--- config.mk ---
export PLATFORM = sky130hd
export DESIGN_NAME = service_button_restart_ctrl
export DESIGN_NICKNAME = d
export VERILOG_FILES = /design/src/include/svc_button_pkg.sv /design/src/design/ms_tick_div.sv /design/src/design/service_button_restart_ctrl.sv
export VERILOG_INCLUDE_DIRS = /design/src /design/src/include
export SDC_FILE = /design/constraint.sdc
export NUM_CORES = 1
export LEC_CHECK = 0
export ABC_AREA = 0
export BUFFER_PORTS_ARGS = -buffer_cell sky130_fd_sc_hd__buf_2
export CAP_MARGIN = 20
export CORE_AREA = 4 4 105 107
export CTS_CLUSTER_SIZE = 40
export DETAILED_ROUTE_END_ITERATION = 6
export DIE_AREA = 0 0 109 111
export GPL_ROUTABILITY_DRIVEN = 0
export PLACE_DENSITY = 0.8
export SETUP_SLACK_MARGIN = 0.4
export SLEW_MARGIN = 0
export SYNTH_ARGS = -nofsm -noshare
export SYNTH_HDL_FRONTEND = slang
export SYNTH_SLANG_ARGS = --single-unit
--- constraint.sdc ---
create_clock -name clk -period 5.85 [get_ports clk]
set_input_delay 0.585 -clock clk [delete_from_list [all_inputs] [get_ports clk]]
set_output_delay 0.585 -clock clk [all_outputs]
set_load 0.03 [all_outputs]
--- src/include/svc_button_map.svh ---
`ifndef SVC_BUTTON_MAP_SVH
`define SVC_BUTTON_MAP_SVH

// ----------------------------------------
// clock and base tick
// ----------------------------------------
`define SVC_CLK_HZ 20000000
`define SVC_TICK_US 1000
`define SVC_TICK_CYCLES ((`SVC_CLK_HZ / 1000000) * `SVC_TICK_US)

// ----------------------------------------
// button hold times, in seconds, and as ms ticks
// ----------------------------------------
`define SVC_HOLD_RESTART_S 3
`define SVC_HOLD_COOL_S 10
`define SVC_HOLD_RESTART_MS (`SVC_HOLD_RESTART_S * 1000)
`define SVC_HOLD_COOL_MS (`SVC_HOLD_COOL_S * 1000)

// ----------------------------------------
// restart and acknowledge timing
// ----------------------------------------
`define SVC_RESUME_DELAY_MIN 3
`define SVC_RESUME_DELAY_MS (`SVC_RESUME_DELAY_MIN * 60 * 1000)
`define SVC_BEEP_DELAY_S 3
`define SVC_BEEP_DELAY_MS (`SVC_BEEP_DELAY_S * 1000)
`define SVC_BEEP_ON_MS 200
`define SVC_BEEP_OFF_MS 200
`define SVC_BEEP_COUNT 2'h3

// ----------------------------------------
// fixed operating values
// ----------------------------------------
`define SVC_AUTO_SET_TEMP_C 8'h19
`define SVC_COOL_COMP_RPS 8'h1e
`define SVC_COMP_IDLE_RPS 8'h00

`endif

--- src/include/svc_button_pkg.sv ---
package svc_button_pkg;

	typedef enum logic [1:0] {
		MODE_OFF = 2'h0,
		MODE_TEMP_AUTO = 2'h1,
		MODE_TEMP_COOL = 2'h2,
		MODE_REMOTE = 2'h3
	} run_mode_t;

	// gray along boot -> wait -> run -> stop
	typedef enum logic [1:0] {
		ST_BOOT = 2'h0,
		ST_WAIT = 2'h1,
		ST_RUN = 2'h3,
		ST_STOP = 2'h2
	} ctrl_state_t;

endpackage : svc_button_pkg

--- src/design/ms_tick_div.sv ---
`timescale 1ns/1ps

module ms_tick_div #(
	parameter int unsigned DIV = 20000
) (
	// clock and reset
	input wire logic clk,
	input wire logic rst_n,
	// one-cycle enable every DIV clocks
	output logic tick
);
	localparam int unsigned W = (DIV > 1) ? $clog2(DIV) : 1;
	logic [W-1:0] cnt_reg;
	wire last = (cnt_reg == W'(DIV - 1));

	always_ff @(posedge clk or negedge rst_n) begin
		if (!rst_n) begin
			cnt_reg <= '0;
			tick <= 1'b0;
		end else begin
			cnt_reg <= last ? '0 : cnt_reg + W'(1);
			tick <= last;
		end
	end
endmodule : ms_tick_div

--- src/design/service_button_restart_ctrl.sv ---
// How it works
// - short press while stopped starts temporary auto operation
// - holding the button three seconds selects the restart setting action
// - holding the button ten seconds starts temporary cooling
// - temporary auto runs auto control with target fixed at 25 C
// - a further press during temporary operation stops the unit
// - remote commands stay accepted during temporary auto operation
// - restart enabled and temporary auto at power loss resumes temporary auto
// - temporary cooling fixes compressor at 30 rps and fan at low
// - temporary cooling is never resumed after power loss
// - restart resumes previous settings three minutes after power, no warning
// - restart setting is disabled when storage is factory blank
// - a restart setting change is acknowledged by three beeps
// - toggling from standby also starts operation
// - toggling while running stops, beeps three times after three seconds
// - while running, orange lamp means restart on, green means off
// - setting request ignored while remote timer operation is selected
// - after automatic restart the louver swing stays stopped
// - repeating the three second hold turns restart off, same beeps
// - restart disabled keeps unit stopped after power until a button or remote start
`timescale 1ns/1ps
`include "svc_button_map.svh"
module service_button_restart_ctrl
	import svc_button_pkg::*;
#(
	parameter int unsigned TICK_CYCLES = `SVC_TICK_CYCLES,
	parameter int unsigned HOLD_RESTART_MS = `SVC_HOLD_RESTART_MS,
	parameter int unsigned HOLD_COOL_MS = `SVC_HOLD_COOL_MS,
	parameter int unsigned RESUME_DELAY_MS = `SVC_RESUME_DELAY_MS,
	parameter int unsigned BEEP_DELAY_MS = `SVC_BEEP_DELAY_MS,
	parameter int unsigned BEEP_ON_MS = `SVC_BEEP_ON_MS,
	parameter int unsigned BEEP_OFF_MS = `SVC_BEEP_OFF_MS
) (
	// clock and power-up reset
	input wire logic clk,
	input wire logic nrst,
	// service button pin, high while pressed
	input wire logic button_in,
	// remote receiver, same clock
	input wire logic remote_start,
	input wire logic remote_stop,
	input wire logic remote_timer_sel,
	input wire logic [7:0] remote_set_temp,
	input wire logic remote_swing,
	// non-volatile storage, read side then write side
	input wire logic nv_valid,
	input wire logic nv_restart_en_in,
	input wire logic [1:0] nv_mode_in,
	input wire logic [7:0] nv_temp_in,
	output logic nv_write_reg,
	output logic nv_restart_en_reg,
	output logic [1:0] nv_mode_reg,
	output logic [7:0] nv_temp_reg,
	// operating commands
	output logic run_reg,
	output logic [1:0] mode_reg,
	output logic [7:0] set_temp_reg,
	output logic comp_fixed_reg,
	output logic [7:0] comp_rps_reg,
	output logic fan_low_reg,
	output logic swing_reg,
	// indication
	output logic buzzer_reg,
	output logic lamp_orange_reg,
	output logic lamp_green_reg
);
	localparam int CW = 18;
	// ----------------------------------------
	// reset release and tick
	// ----------------------------------------
	logic rst_s1_reg, rst_n;
	always_ff @(posedge clk or negedge nrst) begin
		if (!nrst) begin
			rst_s1_reg <= 1'b0;
			rst_n <= 1'b0;
		end else begin
			rst_s1_reg <= 1'b1;
			rst_n <= rst_s1_reg;
		end
	end
	logic tick;
	ms_tick_div #(.DIV(TICK_CYCLES)) u_tick (
		.clk(clk),
		.rst_n(rst_n),
		.tick(tick)
	);
	function automatic logic reached(input logic [CW-1:0] cnt, input int unsigned lim);
		reached = (cnt >= CW'(lim));
	endfunction : reached
	// ----------------------------------------
	// button synchroniser and hold timing
	// ----------------------------------------
	logic btn_s1_reg, btn_s2_reg, btn_prev_reg, cool_fired_reg;
	logic [CW-1:0] hold_ms_reg;
	always_ff @(posedge clk or negedge rst_n) begin
		if (!rst_n) begin
			btn_s1_reg <= 1'b0;
			btn_s2_reg <= 1'b0;
			btn_prev_reg <= 1'b0;
		end else begin
			btn_s1_reg <= button_in;
			btn_s2_reg <= btn_s1_reg;
			btn_prev_reg <= btn_s2_reg;
		end
	end
	wire press = btn_s2_reg && !btn_prev_reg;
	wire release_ev = !btn_s2_reg && btn_prev_reg;
	// cooling fires while still held; the release that follows does nothing
	wire cool_evt = btn_prev_reg && !cool_fired_reg && reached(hold_ms_reg, HOLD_COOL_MS);
	wire short_evt = release_ev && !cool_fired_reg && !reached(hold_ms_reg, HOLD_RESTART_MS);
	wire toggle_req = release_ev && !cool_fired_reg && reached(hold_ms_reg, HOLD_RESTART_MS);
	wire toggle_ok = toggle_req && !remote_timer_sel;
	always_ff @(posedge clk or negedge rst_n) begin
		if (!rst_n) begin
			hold_ms_reg <= '0;
			cool_fired_reg <= 1'b0;
		end else if (press) begin
			hold_ms_reg <= '0;
			cool_fired_reg <= 1'b0;
		end else begin
			if (tick && btn_prev_reg && !reached(hold_ms_reg, HOLD_COOL_MS))
				hold_ms_reg <= hold_ms_reg + CW'(1);
			if (cool_evt)
				cool_fired_reg <= 1'b1;
		end
	end
	// ----------------------------------------
	// operating state
	// ----------------------------------------
	ctrl_state_t st_reg, st_next;
	run_mode_t mode_next;
	logic restart_en_reg, restart_en_next, swing_next;
	logic [7:0] temp_next;
	logic [CW-1:0] wait_ms_reg;
	wire stopped = (st_reg == ST_STOP) || (st_reg == ST_WAIT);
	wire resume_evt = (st_reg == ST_WAIT) && tick && reached(wait_ms_reg, RESUME_DELAY_MS - 1);
	wire nv_resumable = nv_valid && nv_restart_en_in &&
		((nv_mode_in == MODE_TEMP_AUTO) || (nv_mode_in == MODE_REMOTE));
	wire beep_now = toggle_ok && stopped;
	wire beep_later = toggle_ok && (st_reg == ST_RUN);
	always_comb begin
		st_next = st_reg;
		mode_next = run_mode_t'(mode_reg);
		temp_next = set_temp_reg;
		swing_next = swing_reg;
		restart_en_next = toggle_ok ? !restart_en_reg : restart_en_reg;
		case (st_reg)
			ST_BOOT: begin
				restart_en_next = nv_valid && nv_restart_en_in;
				mode_next = nv_valid ? run_mode_t'(nv_mode_in) : MODE_OFF;
				temp_next = nv_temp_in;
				st_next = nv_resumable ? ST_WAIT : ST_STOP;
			end
			ST_WAIT, ST_STOP: begin
				if (cool_evt) begin
					st_next = ST_RUN;
					mode_next = MODE_TEMP_COOL;
				end else if (short_evt || toggle_ok) begin
					st_next = ST_RUN;
					mode_next = MODE_TEMP_AUTO;
					temp_next = `SVC_AUTO_SET_TEMP_C;
				end else if (remote_start) begin
					st_next = ST_RUN;
					mode_next = MODE_REMOTE;
					temp_next = remote_set_temp;
					swing_next = remote_swing;
				end else if (remote_stop) begin
					st_next = ST_STOP;
				end else if (resume_evt) begin
					st_next = ST_RUN;
					swing_next = 1'b0;
					temp_next = (mode_next == MODE_TEMP_AUTO) ? `SVC_AUTO_SET_TEMP_C : set_temp_reg;
				end
			end
			ST_RUN: begin
				if (cool_evt) begin
					mode_next = MODE_TEMP_COOL;
				end else if (short_evt || toggle_ok || remote_stop) begin
					st_next = ST_STOP;
				end else if (remote_start) begin
					mode_next = MODE_REMOTE;
					temp_next = remote_set_temp;
					swing_next = remote_swing;
				end
			end
			default: st_next = ST_STOP;
		endcase
	end
	wire run_next = (st_next == ST_RUN);
	wire cool_next = run_next && (mode_next == MODE_TEMP_COOL);
	// cooling is stored as stopped so it can never come back on its own
	wire [1:0] nv_mode_next = (st_next == ST_WAIT) ? nv_mode_reg :
		((run_next && !cool_next) ? mode_next : MODE_OFF);
	wire nv_change = (st_reg != ST_BOOT) && ((nv_mode_next != nv_mode_reg) ||
		(restart_en_next != nv_restart_en_reg) || (temp_next != nv_temp_reg));
	always_ff @(posedge clk or negedge rst_n) begin
		if (!rst_n) begin
			st_reg <= ST_BOOT;
			mode_reg <= MODE_OFF;
			set_temp_reg <= `SVC_AUTO_SET_TEMP_C;
			swing_reg <= 1'b0;
			restart_en_reg <= 1'b0;
			run_reg <= 1'b0;
		end else begin
			st_reg <= st_next;
			mode_reg <= mode_next;
			set_temp_reg <= temp_next;
			swing_reg <= swing_next;
			restart_en_reg <= restart_en_next;
			run_reg <= run_next;
		end
	end
	always_ff @(posedge clk or negedge rst_n) begin
		if (!rst_n)
			wait_ms_reg <= '0;
		else if (st_reg != ST_WAIT)
			wait_ms_reg <= '0;
		else if (tick)
			wait_ms_reg <= wait_ms_reg + CW'(1);
	end
	// ----------------------------------------
	// drive commands, lamps, storage
	// ----------------------------------------
	always_ff @(posedge clk or negedge rst_n) begin
		if (!rst_n) begin
			comp_fixed_reg <= 1'b0;
			comp_rps_reg <= `SVC_COMP_IDLE_RPS;
			fan_low_reg <= 1'b0;
			lamp_orange_reg <= 1'b0;
			lamp_green_reg <= 1'b0;
		end else begin
			comp_fixed_reg <= cool_next;
			comp_rps_reg <= cool_next ? `SVC_COOL_COMP_RPS : `SVC_COMP_IDLE_RPS;
			fan_low_reg <= cool_next;
			lamp_orange_reg <= run_next && restart_en_next;
			lamp_green_reg <= run_next && !restart_en_next;
		end
	end
	always_ff @(posedge clk or negedge rst_n) begin
		if (!rst_n) begin
			nv_write_reg <= 1'b0;
			nv_restart_en_reg <= 1'b0;
			nv_mode_reg <= MODE_OFF;
			nv_temp_reg <= `SVC_AUTO_SET_TEMP_C;
		end else if (st_reg == ST_BOOT) begin
			// mirror storage first so power-up never writes defaults over it
			nv_write_reg <= 1'b0;
			nv_restart_en_reg <= nv_valid && nv_restart_en_in;
			nv_mode_reg <= nv_valid ? nv_mode_in : MODE_OFF;
			nv_temp_reg <= nv_temp_in;
		end else begin
			nv_write_reg <= nv_change;
			nv_restart_en_reg <= restart_en_next;
			nv_mode_reg <= nv_mode_next;
			nv_temp_reg <= temp_next;
		end
	end
	// ----------------------------------------
	// acknowledge beeps
	// ----------------------------------------
	logic beep_wait_reg;
	logic [1:0] beep_left_reg;
	logic [CW-1:0] beep_ms_reg;
	always_ff @(posedge clk or negedge rst_n) begin
		if (!rst_n) begin
			beep_wait_reg <= 1'b0;
			beep_left_reg <= 2'h0;
			beep_ms_reg <= '0;
			buzzer_reg <= 1'b0;
		end else if (beep_now) begin
			beep_left_reg <= `SVC_BEEP_COUNT;
			beep_wait_reg <= 1'b0;
			beep_ms_reg <= '0;
			buzzer_reg <= 1'b1;
		end else if (beep_later) begin
			beep_wait_reg <= 1'b1;
			beep_left_reg <= 2'h0;
			beep_ms_reg <= '0;
			buzzer_reg <= 1'b0;
		end else if (tick) begin
			if (beep_wait_reg) begin
				if (reached(beep_ms_reg, BEEP_DELAY_MS - 1)) begin
					beep_wait_reg <= 1'b0;
					beep_left_reg <= `SVC_BEEP_COUNT;
					beep_ms_reg <= '0;
					buzzer_reg <= 1'b1;
				end else
					beep_ms_reg <= beep_ms_reg + CW'(1);
			end else if (beep_left_reg != 2'h0) begin
				if (buzzer_reg && reached(beep_ms_reg, BEEP_ON_MS - 1)) begin
					buzzer_reg <= 1'b0;
					beep_ms_reg <= '0;
				end else if (!buzzer_reg && reached(beep_ms_reg, BEEP_OFF_MS - 1)) begin
					beep_left_reg <= beep_left_reg - 2'h1;
					buzzer_reg <= (beep_left_reg != 2'h1);
					beep_ms_reg <= '0;
				end else
					beep_ms_reg <= beep_ms_reg + CW'(1);
			end
		end
	end
endmodule : service_button_restart_ctrl

==> results_dict.tcl, run 1 <==
set metrics [dict create \
    grt_util_met1 0.307 \
    maxSlewViolCount 0 \
    drive_gt1_frac 0.145 \
    grt_pass1_wl_microns 22700 \
    path_max_fanout 7 \
    grt_usage 0.230 \
    cts_tree "done" \
    grt_pass1_vias 4858 \
    ys_seq_area_frac 0.461 \
    routed_wirelength_microns 13200 \
    hpwl_microns 9360 \
    end_kind "flop" \
    fillers 818 \
    io_pins 64 \
    area_delta_synth_final_pct 9.51 \
    syn_inst 623 \
    cts_buffers 9 \
    hold_viol 0 \
    initial_core_util 0.585 \
    avgRoutedWirePerCell_microns 16.3 \
    fp.dieArea_sq_um 12100 \
    rsz0062_at_grt "no" \
    grt_busiest_layer "met2" \
    drc 0 \
    gr-total-overflow 0 \
    antennaDiodeCount 0 \
    skew_ps 9.38 \
    synth_flop_cell "dfrtp_1" \
    slowest_stage "o31ai_1" \
    fmax_mhz 270 \
    crit_family "compound AO/OA/AOI/OAI gates" \
    path_clk_slew_ps 100 \
    period_needed_ps 3700 \
    grt_antenna_before_repair 0 \
    cp_data_arrival_time_ps 3920 \
    async_flop_share 1.00 \
    port_buffers 59 \
    clockBufferDepth 2 \
    fin_tns_setup_ps 0 \
    setup_viol 0 \
    status "finished, final reports clean" \
    power_density_nw_per_um2 362 \
    nets 708 \
    core_sq_um 10100 \
    synth_cell_types 66 \
    synth.area.top_cells "dfrtp_1 (43%), xnor2_1 (4.0%), nor2_1 (3.6%)" \
    critPathMaxStageDelay_ps 860 \
    std_cell_rows 37 \
    cts_sinks 109 \
    crit_type "flop to flop" \
    synth.top_cell.area_share 0.434 \
    synth_edf_count 0 \
    tightest_slew_ps 1010 \
    postLayoutSetupSlackWorst_ps 2150 \
    cts_setup_buffers 0 \
    cts_root_buffer "clkbuf_8" \
    p_leak_nw 3.01 \
    use_met3 0.0536 \
    worstSetupStartpointType "flop" \
    final.period_utilization 0.632 \
    yosys_warnings 0 \
    relSlewSlack 0.325 \
    drt_iter0_drc 395 \
    ant_nets 0 \
    cts_max_level 3 \
    met2_usage 0.361 \
    synth-seq-cells 109 \
    firstDrtPassIters 5 \
    synth.avg_cell_area_sq_um 9.52 \
    cap_violations 0 \
    peakVddDrop_uv 334 \
    die_x_microns 109 \
    vias 4887 \
    clk_latency_ps 380 \
    pre_cts_ws_ps 2270 \
    critical_path.cell_chain "ha_1 -> nand4_1 -> a211oi_1 -> o21ai_0 -> o31ai_1 -> a221o_1 -> xor2_1 -> a2111oi_0 -> and3_1 -> a31oi_1" \
    yosys.area.top_type "dfrtp_1" \
    grt_max_degree 58 \
    worst-path-buf-inv 0 \
    hold_path.class "input port to flop" \
    die_y_microns 111 \
    syn_area_sq_um 5930 \
    viasPerCell 6.02 \
    crit_required_ps 6070 \
]
[stage by stage]
| stage | total power [mW] | hold WS, ps | std cells | cell area (sq um) | util |
|---|---|---|---|---|---|
| global placement | 1.86 | 335 | 794 | 6290 | 0.620 |
| detailed placement | 1.88 | 336 | 794 | 6290 | 0.620 |
| global route | 2.48 | 285 | 812 | 6500 | 0.641 |
| floorplan | 1.64 | 289 | 626 | 5940 | - |
| finish | 2.35 | 311 | 812 | 6500 | 0.641 |
| CTS | 2.35 | 290 | 811 | 6490 | 0.640 |
[layout by cell type (no fill, tap or decap), drive strengths merged, types with 3 or more instances in the layout]
master	netlist	routed
a21oi	20	20
o2bb2ai	3	3
a31oi	9	9
inv	17	17
nor4	7	7
o2111ai	6	6
o211ai	9	9
clkbuf	21	14
nand4	14	14
dfrtp	103	103
mux2i	8	8
and2	22	22
mux2	4	4
a21boi	4	4
xor2	22	22
ha	10	10
a32oi	4	4
a2111oi	4	4
nand2	56	56
and3	21	21
or4	5	5
a211o	4	4
conb	2	5
dfstp	6	6
nand2b	13	13
a21o	5	5
o21ai	38	38
nor2	58	58
nor3b	5	5
o31ai	8	8
xnor2	27	27
nor2b	10	10
nor3	7	7
or3	5	5
nand3	28	28
o311ai	3	3
a221o	4	4
buf	9	62
[cell type report]
class,count,area [sq um],share of cell area
timing repair buffer,64,333,0.0512
clock buffer,13,149,0.0229
clock inverter,3,45.0,0.00693
tap,136,170,0.0262
multi-input combinational,470,3000,0.461
sequential,109,2740,0.422
inverter,17,63.8,0.00982
[worst paths after layout]
check                                from              end  cells after the start  slack, ps
hold / removal                  button_in       btn_s1_reg                      1        310
min in group asynchronous           rst_n  wait_ms_reg[11]                      0        380
setup reg to reg           wait_ms_reg[0]     nv_write_reg                     10       2150
max in group asynchronous           rst_n   lamp_green_reg                      1       4330
setup / recovery           wait_ms_reg[0]     nv_write_reg                     10       2150
hold reg to reg                btn_s1_reg       btn_s2_reg                      0        360
[Yosys cell counts (13+ instances only)]
cell and number:
dfrtp_1 103, nor2_1 57, nand2_1 56, o21ai_0 38, nand3_1 28, xnor2_1 27, xor2_1 22, and2_1 21
and3_1 21, a21oi_1 20, clkbuf_1 20, inv_1 17, nand4_1 14, nand2b_1 13
[power breakdown]
part | total (mW) | switching [mW] | internal, mW
sequential | 0.950 | 0.0885 | 0.862
clock | 0.460 | 0.249 | 0.211
combinational | 0.942 | 0.626 | 0.316
[routing by layer]
| layer | share of wire | vias to the layer above |
|---|---|---|
| met2 | 0.48 | 175 |
| met1 | 0.44 | 2369 |
| met3 | 0.060 | 36 |
| met5 | 0 | - |
| met4 | 0.022 | 0 |
| li1 | - | 2307 |
[cell families after synthesis]
family          after synthesis  share of synthesized area
compound gates              138                      0.165
xor+xnor                     49                     0.0723
fa+ha+maj                    10                     0.0211
buf+inv                      47                     0.0356
flops                       109                      0.461
mux                          12                     0.0217
other cells                   2                    0.00127
simple gates                256                      0.222
[timing repair]
| item | CTS | global route |
|---|---|---|
| resized for setup | 0 | 0 |
| endpoints found under the hold margin | 2 | 0 |
| hold buffers | 1 | 0 |
Note: power is estimated with default switching activity, not from simulation.
==> inputs of run 2 (changes only) <==
--- a/config.mk
+++ b/config.mk
@@ -6,15 +6,15 @@
 export SDC_FILE = /design/constraint.sdc
 export NUM_CORES = 1
 export LEC_CHECK = 0
-export ABC_AREA = 0
+export ABC_AREA = 1
 export BUFFER_PORTS_ARGS = -buffer_cell sky130_fd_sc_hd__buf_2
 export CAP_MARGIN = 20
-export CORE_AREA = 4 4 105 107
+export CORE_AREA = 4 4 111 113
 export CTS_CLUSTER_SIZE = 40
 export DETAILED_ROUTE_END_ITERATION = 6
-export DIE_AREA = 0 0 109 111
+export DIE_AREA = 0 0 115 117
 export GPL_ROUTABILITY_DRIVEN = 0
-export PLACE_DENSITY = 0.8
+export PLACE_DENSITY = 0.76
 export SETUP_SLACK_MARGIN = 0.4
 export SLEW_MARGIN = 0
 export SYNTH_ARGS = -nofsm -noshare
==> constraint.sdc (replaced) <==
create_clock -name clk -period 3.2 [get_ports clk]
set_input_delay 0.32 -clock clk [delete_from_list [all_inputs] [get_ports clk]]
set_output_delay 0.32 -clock clk [all_outputs]
set_load 0.03 [all_outputs]
==> results_dict.tcl, run 2 <==
set metrics [dict create \
    status "finished, final reports clean" \
    crit_required_ps 3440 \
    path_clk_slew_ps 70 \
    syn_area_sq_um 6040 \
    synth_cell_types 51 \
    yosys.area.top_type "dfrtp_1" \
    grt_max_degree 69 \
    period_needed_ps 2550 \
    worstHoldStart "button_in" \
    path_max_fanout 12 \
    cts_max_level 3 \
    fillers 1048 \
    die_x_microns 115 \
    ant_nets 0 \
    multiInputGateArea_sq_um 2710 \
    comb_power_share 0.393 \
    pre_cts_ws_ps 607 \
    drive_gt1_frac 0.146 \
    drc 0 \
    placedCellCount 980 \
    maxSlewViolCount 0 \
    synth.avg_cell_area_sq_um 7.64 \
    routed_wirelength_microns 12400 \
    switching_power_mw 1.87 \
    grt_usage 0.199 \
    yosys_warnings 0 \
    power_frac_seq 0.378 \
    vias 5049 \
    final_common_cell "nand2_1" \
    initial_core_util 0.533 \
    cp_data_arrival_time_ps 2790 \
    fp.dieArea_sq_um 13500 \
    fmax_mhz 392 \
    io_pins 64 \
    final_cell_mix "nand2_1 (186), inv_1 (123), dfrtp_1 (102), nor2_1 (81), buf_2 (59)" \
    fin_tns_setup_ps 0 \
    synth_flop_cell "dfrtp_1" \
    port_buffers 59 \
    cts_root_buffer "clkbuf_16" \
    hold_path.class "input port to flop" \
    crit_family "simple AND/OR/NAND/NOR gates" \
    power_density_nw_per_um2 672 \
    slowest_stage "ha_2" \
    synth_top_cells_by_count "nand2_1 (186), inv_1 (123), dfrtp_1 (103), nor2_1 (81), nand3_1 (45)" \
    internal_power_mw 2.65 \
    relSlewSlack 0.420 \
    rsz0062_at_grt "no" \
    p_clk_frac 0.229 \
    synth.area.top_cells "dfrtp_1 (43%), nand2_1 (12%), inv_1 (7.6%)" \
    syn_inst 790 \
    antennaDiodeCount 0 \
    r2r_slack_ps 650 \
    cap_violations 0 \
    worstSetupStartpointType "flop" \
    setup_viol 0 \
    critical_path.cell_chain "inv_1 -> ha_2 -> nor2_1 -> nor2_1 -> a21boi_1 -> nand3_1 -> nand2_1 -> inv_2 -> nand3_1 -> nand2_1 -> nand3b_1 -> nor2_1 -> nand2_1 -> nor2_1 -> nor2_1" \
    final.period_utilization 0.797 \
    cts_sinks 109 \
    grt_pass1_wl_microns 21800 \
    swShare 0.414 \
    synth-seq-cells 109 \
    clk_latency_ps 350 \
    worst-path-buf-inv 2 \
    async_flop_share 1.00 \
    register_area_sq_um 2740 \
    firstDrtPassIters 5 \
    drt_iter0_drc 286 \
    rr_endpoint "nv_write_reg" \
    core_sq_um 11300 \
    fin_hold_ws_ps 74.8 \
    reg2reg_depth 15 \
    placed_area_sq_um 6440 \
    p_leak_nw 3.43 \
    nets 886 \
    final_cell_count_no_fill 997 \
    grt_antenna_before_repair 0 \
    std_cell_rows 39 \
    stdcell_area_sq_um 6740 \
    skew_ps 8.77 \
    worstReg2RegStart "st_reg[0]" \
    postLayoutSetupSlackWorst_ps 650 \
    cts_buffers 9 \
    avgRoutedWirePerCell_microns 12.4 \
    end_kind "flop" \
    cts_setup_buffers 0 \
    synth.top_cell.area_share 0.427 \
    holdPathStages 1 \
    viasPerCell 5.06 \
    grt_pass1_vias 4826 \
    final_core_util 0.595 \
    tightest_slew_ps 870 \
    crit_type "flop to flop" \
    critPathMaxStageDelay_ps 460 \
    hpwl_microns 9180 \
    whs_endpoint "btn_s1_reg" \
    yosysMostFrequentCell "nand2_1" \
    area_delta_synth_final_pct 11.6 \
    cts_tree "done" \
    ys_seq_area_frac 0.453 \
    hold_viol 0 \
    synth_edf_count 0 \
    clockBufferDepth 2 \
    die_y_microns 117 \
    peakVddDrop_uv 680 \
    gr-total-overflow 0 \
    critPathMostFrequentCell "nor2_1" \
    p_total_mw 4.52 \
]
-- run 2: cell types whose count changed after synthesis, moves of 19 or more --
cell,previous run,this run
o21ai_1,0,19
inv_1,17,123
and2_1,21,0
xnor2_1,27,0
and3_1,21,1
a21oi_1,20,43
nand2_1,56,186
nor2_1,57,81
-- run 2: power by group through the flow --
stage	clock, mW	combinational [mW]	sequential, mW
3_3_place_gp	0	1.74	1.73
2_1_floorplan	0	1.06	1.99
4_1_cts	1.08	1.77	1.71
3_5_place_dp	0	1.76	1.74
5_1_grt	1.13	2.00	1.74
6_report	1.04	1.78	1.71
-- run 2: what timing repair did --
item	4_1_cts	5_1_grt
hold buffers	1	0
endpoints found under the setup margin	0	1
endpoints found under the hold margin	2	0
gates resized for setup	0	2
-- run 2: worst max path at each step --
stage | startpoint | to | cells after the start
floorplan | st_reg[0] | nv_write_reg | 15
global placement | st_reg[0] | nv_write_reg | 15
detailed placement | st_reg[0] | nv_write_reg | 15
CTS | st_reg[0] | nv_write_reg | 15
global route | st_reg[0] | nv_write_reg | 16
finish | st_reg[0] | nv_write_reg | 15
-- run 2: final cells by class --
class,instances,share of cell area
flip-flops and latches,109,0.407
multi-input cells,534,0.402
inverters,131,0.0732
repair buffers,64,0.0516
clock buffers,12,0.0366
well taps,143,0.0266
clock inverters,4,0.00353
-- run 2: per-layer routing --
metal / up-vias / part of all wire / global-route usage
li1: 2640 / - / -
met1: 2286 / 0.49 / 0.280
met2: 102 / 0.45 / 0.310
met4: 0 / 0.020 / 0.0681
met3: 21 / 0.037 / 0.0411
met5: - / 0 / 0
-- run 2: kinds of logic (layout without fill, tap and decap cells) --
kind of cell	Yosys count	in the layout	share of synthesized area
other	2	5	0.00124
AO/OA/AOI/OAI	120	120	0.111
XOR/XNOR	7	7	0.0102
adder cells (fa/ha/maj)	10	10	0.0207
AND/OR/NAND/NOR	392	392	0.301
buffers and inverters	150	211	0.102
flip-flops	109	109	0.453
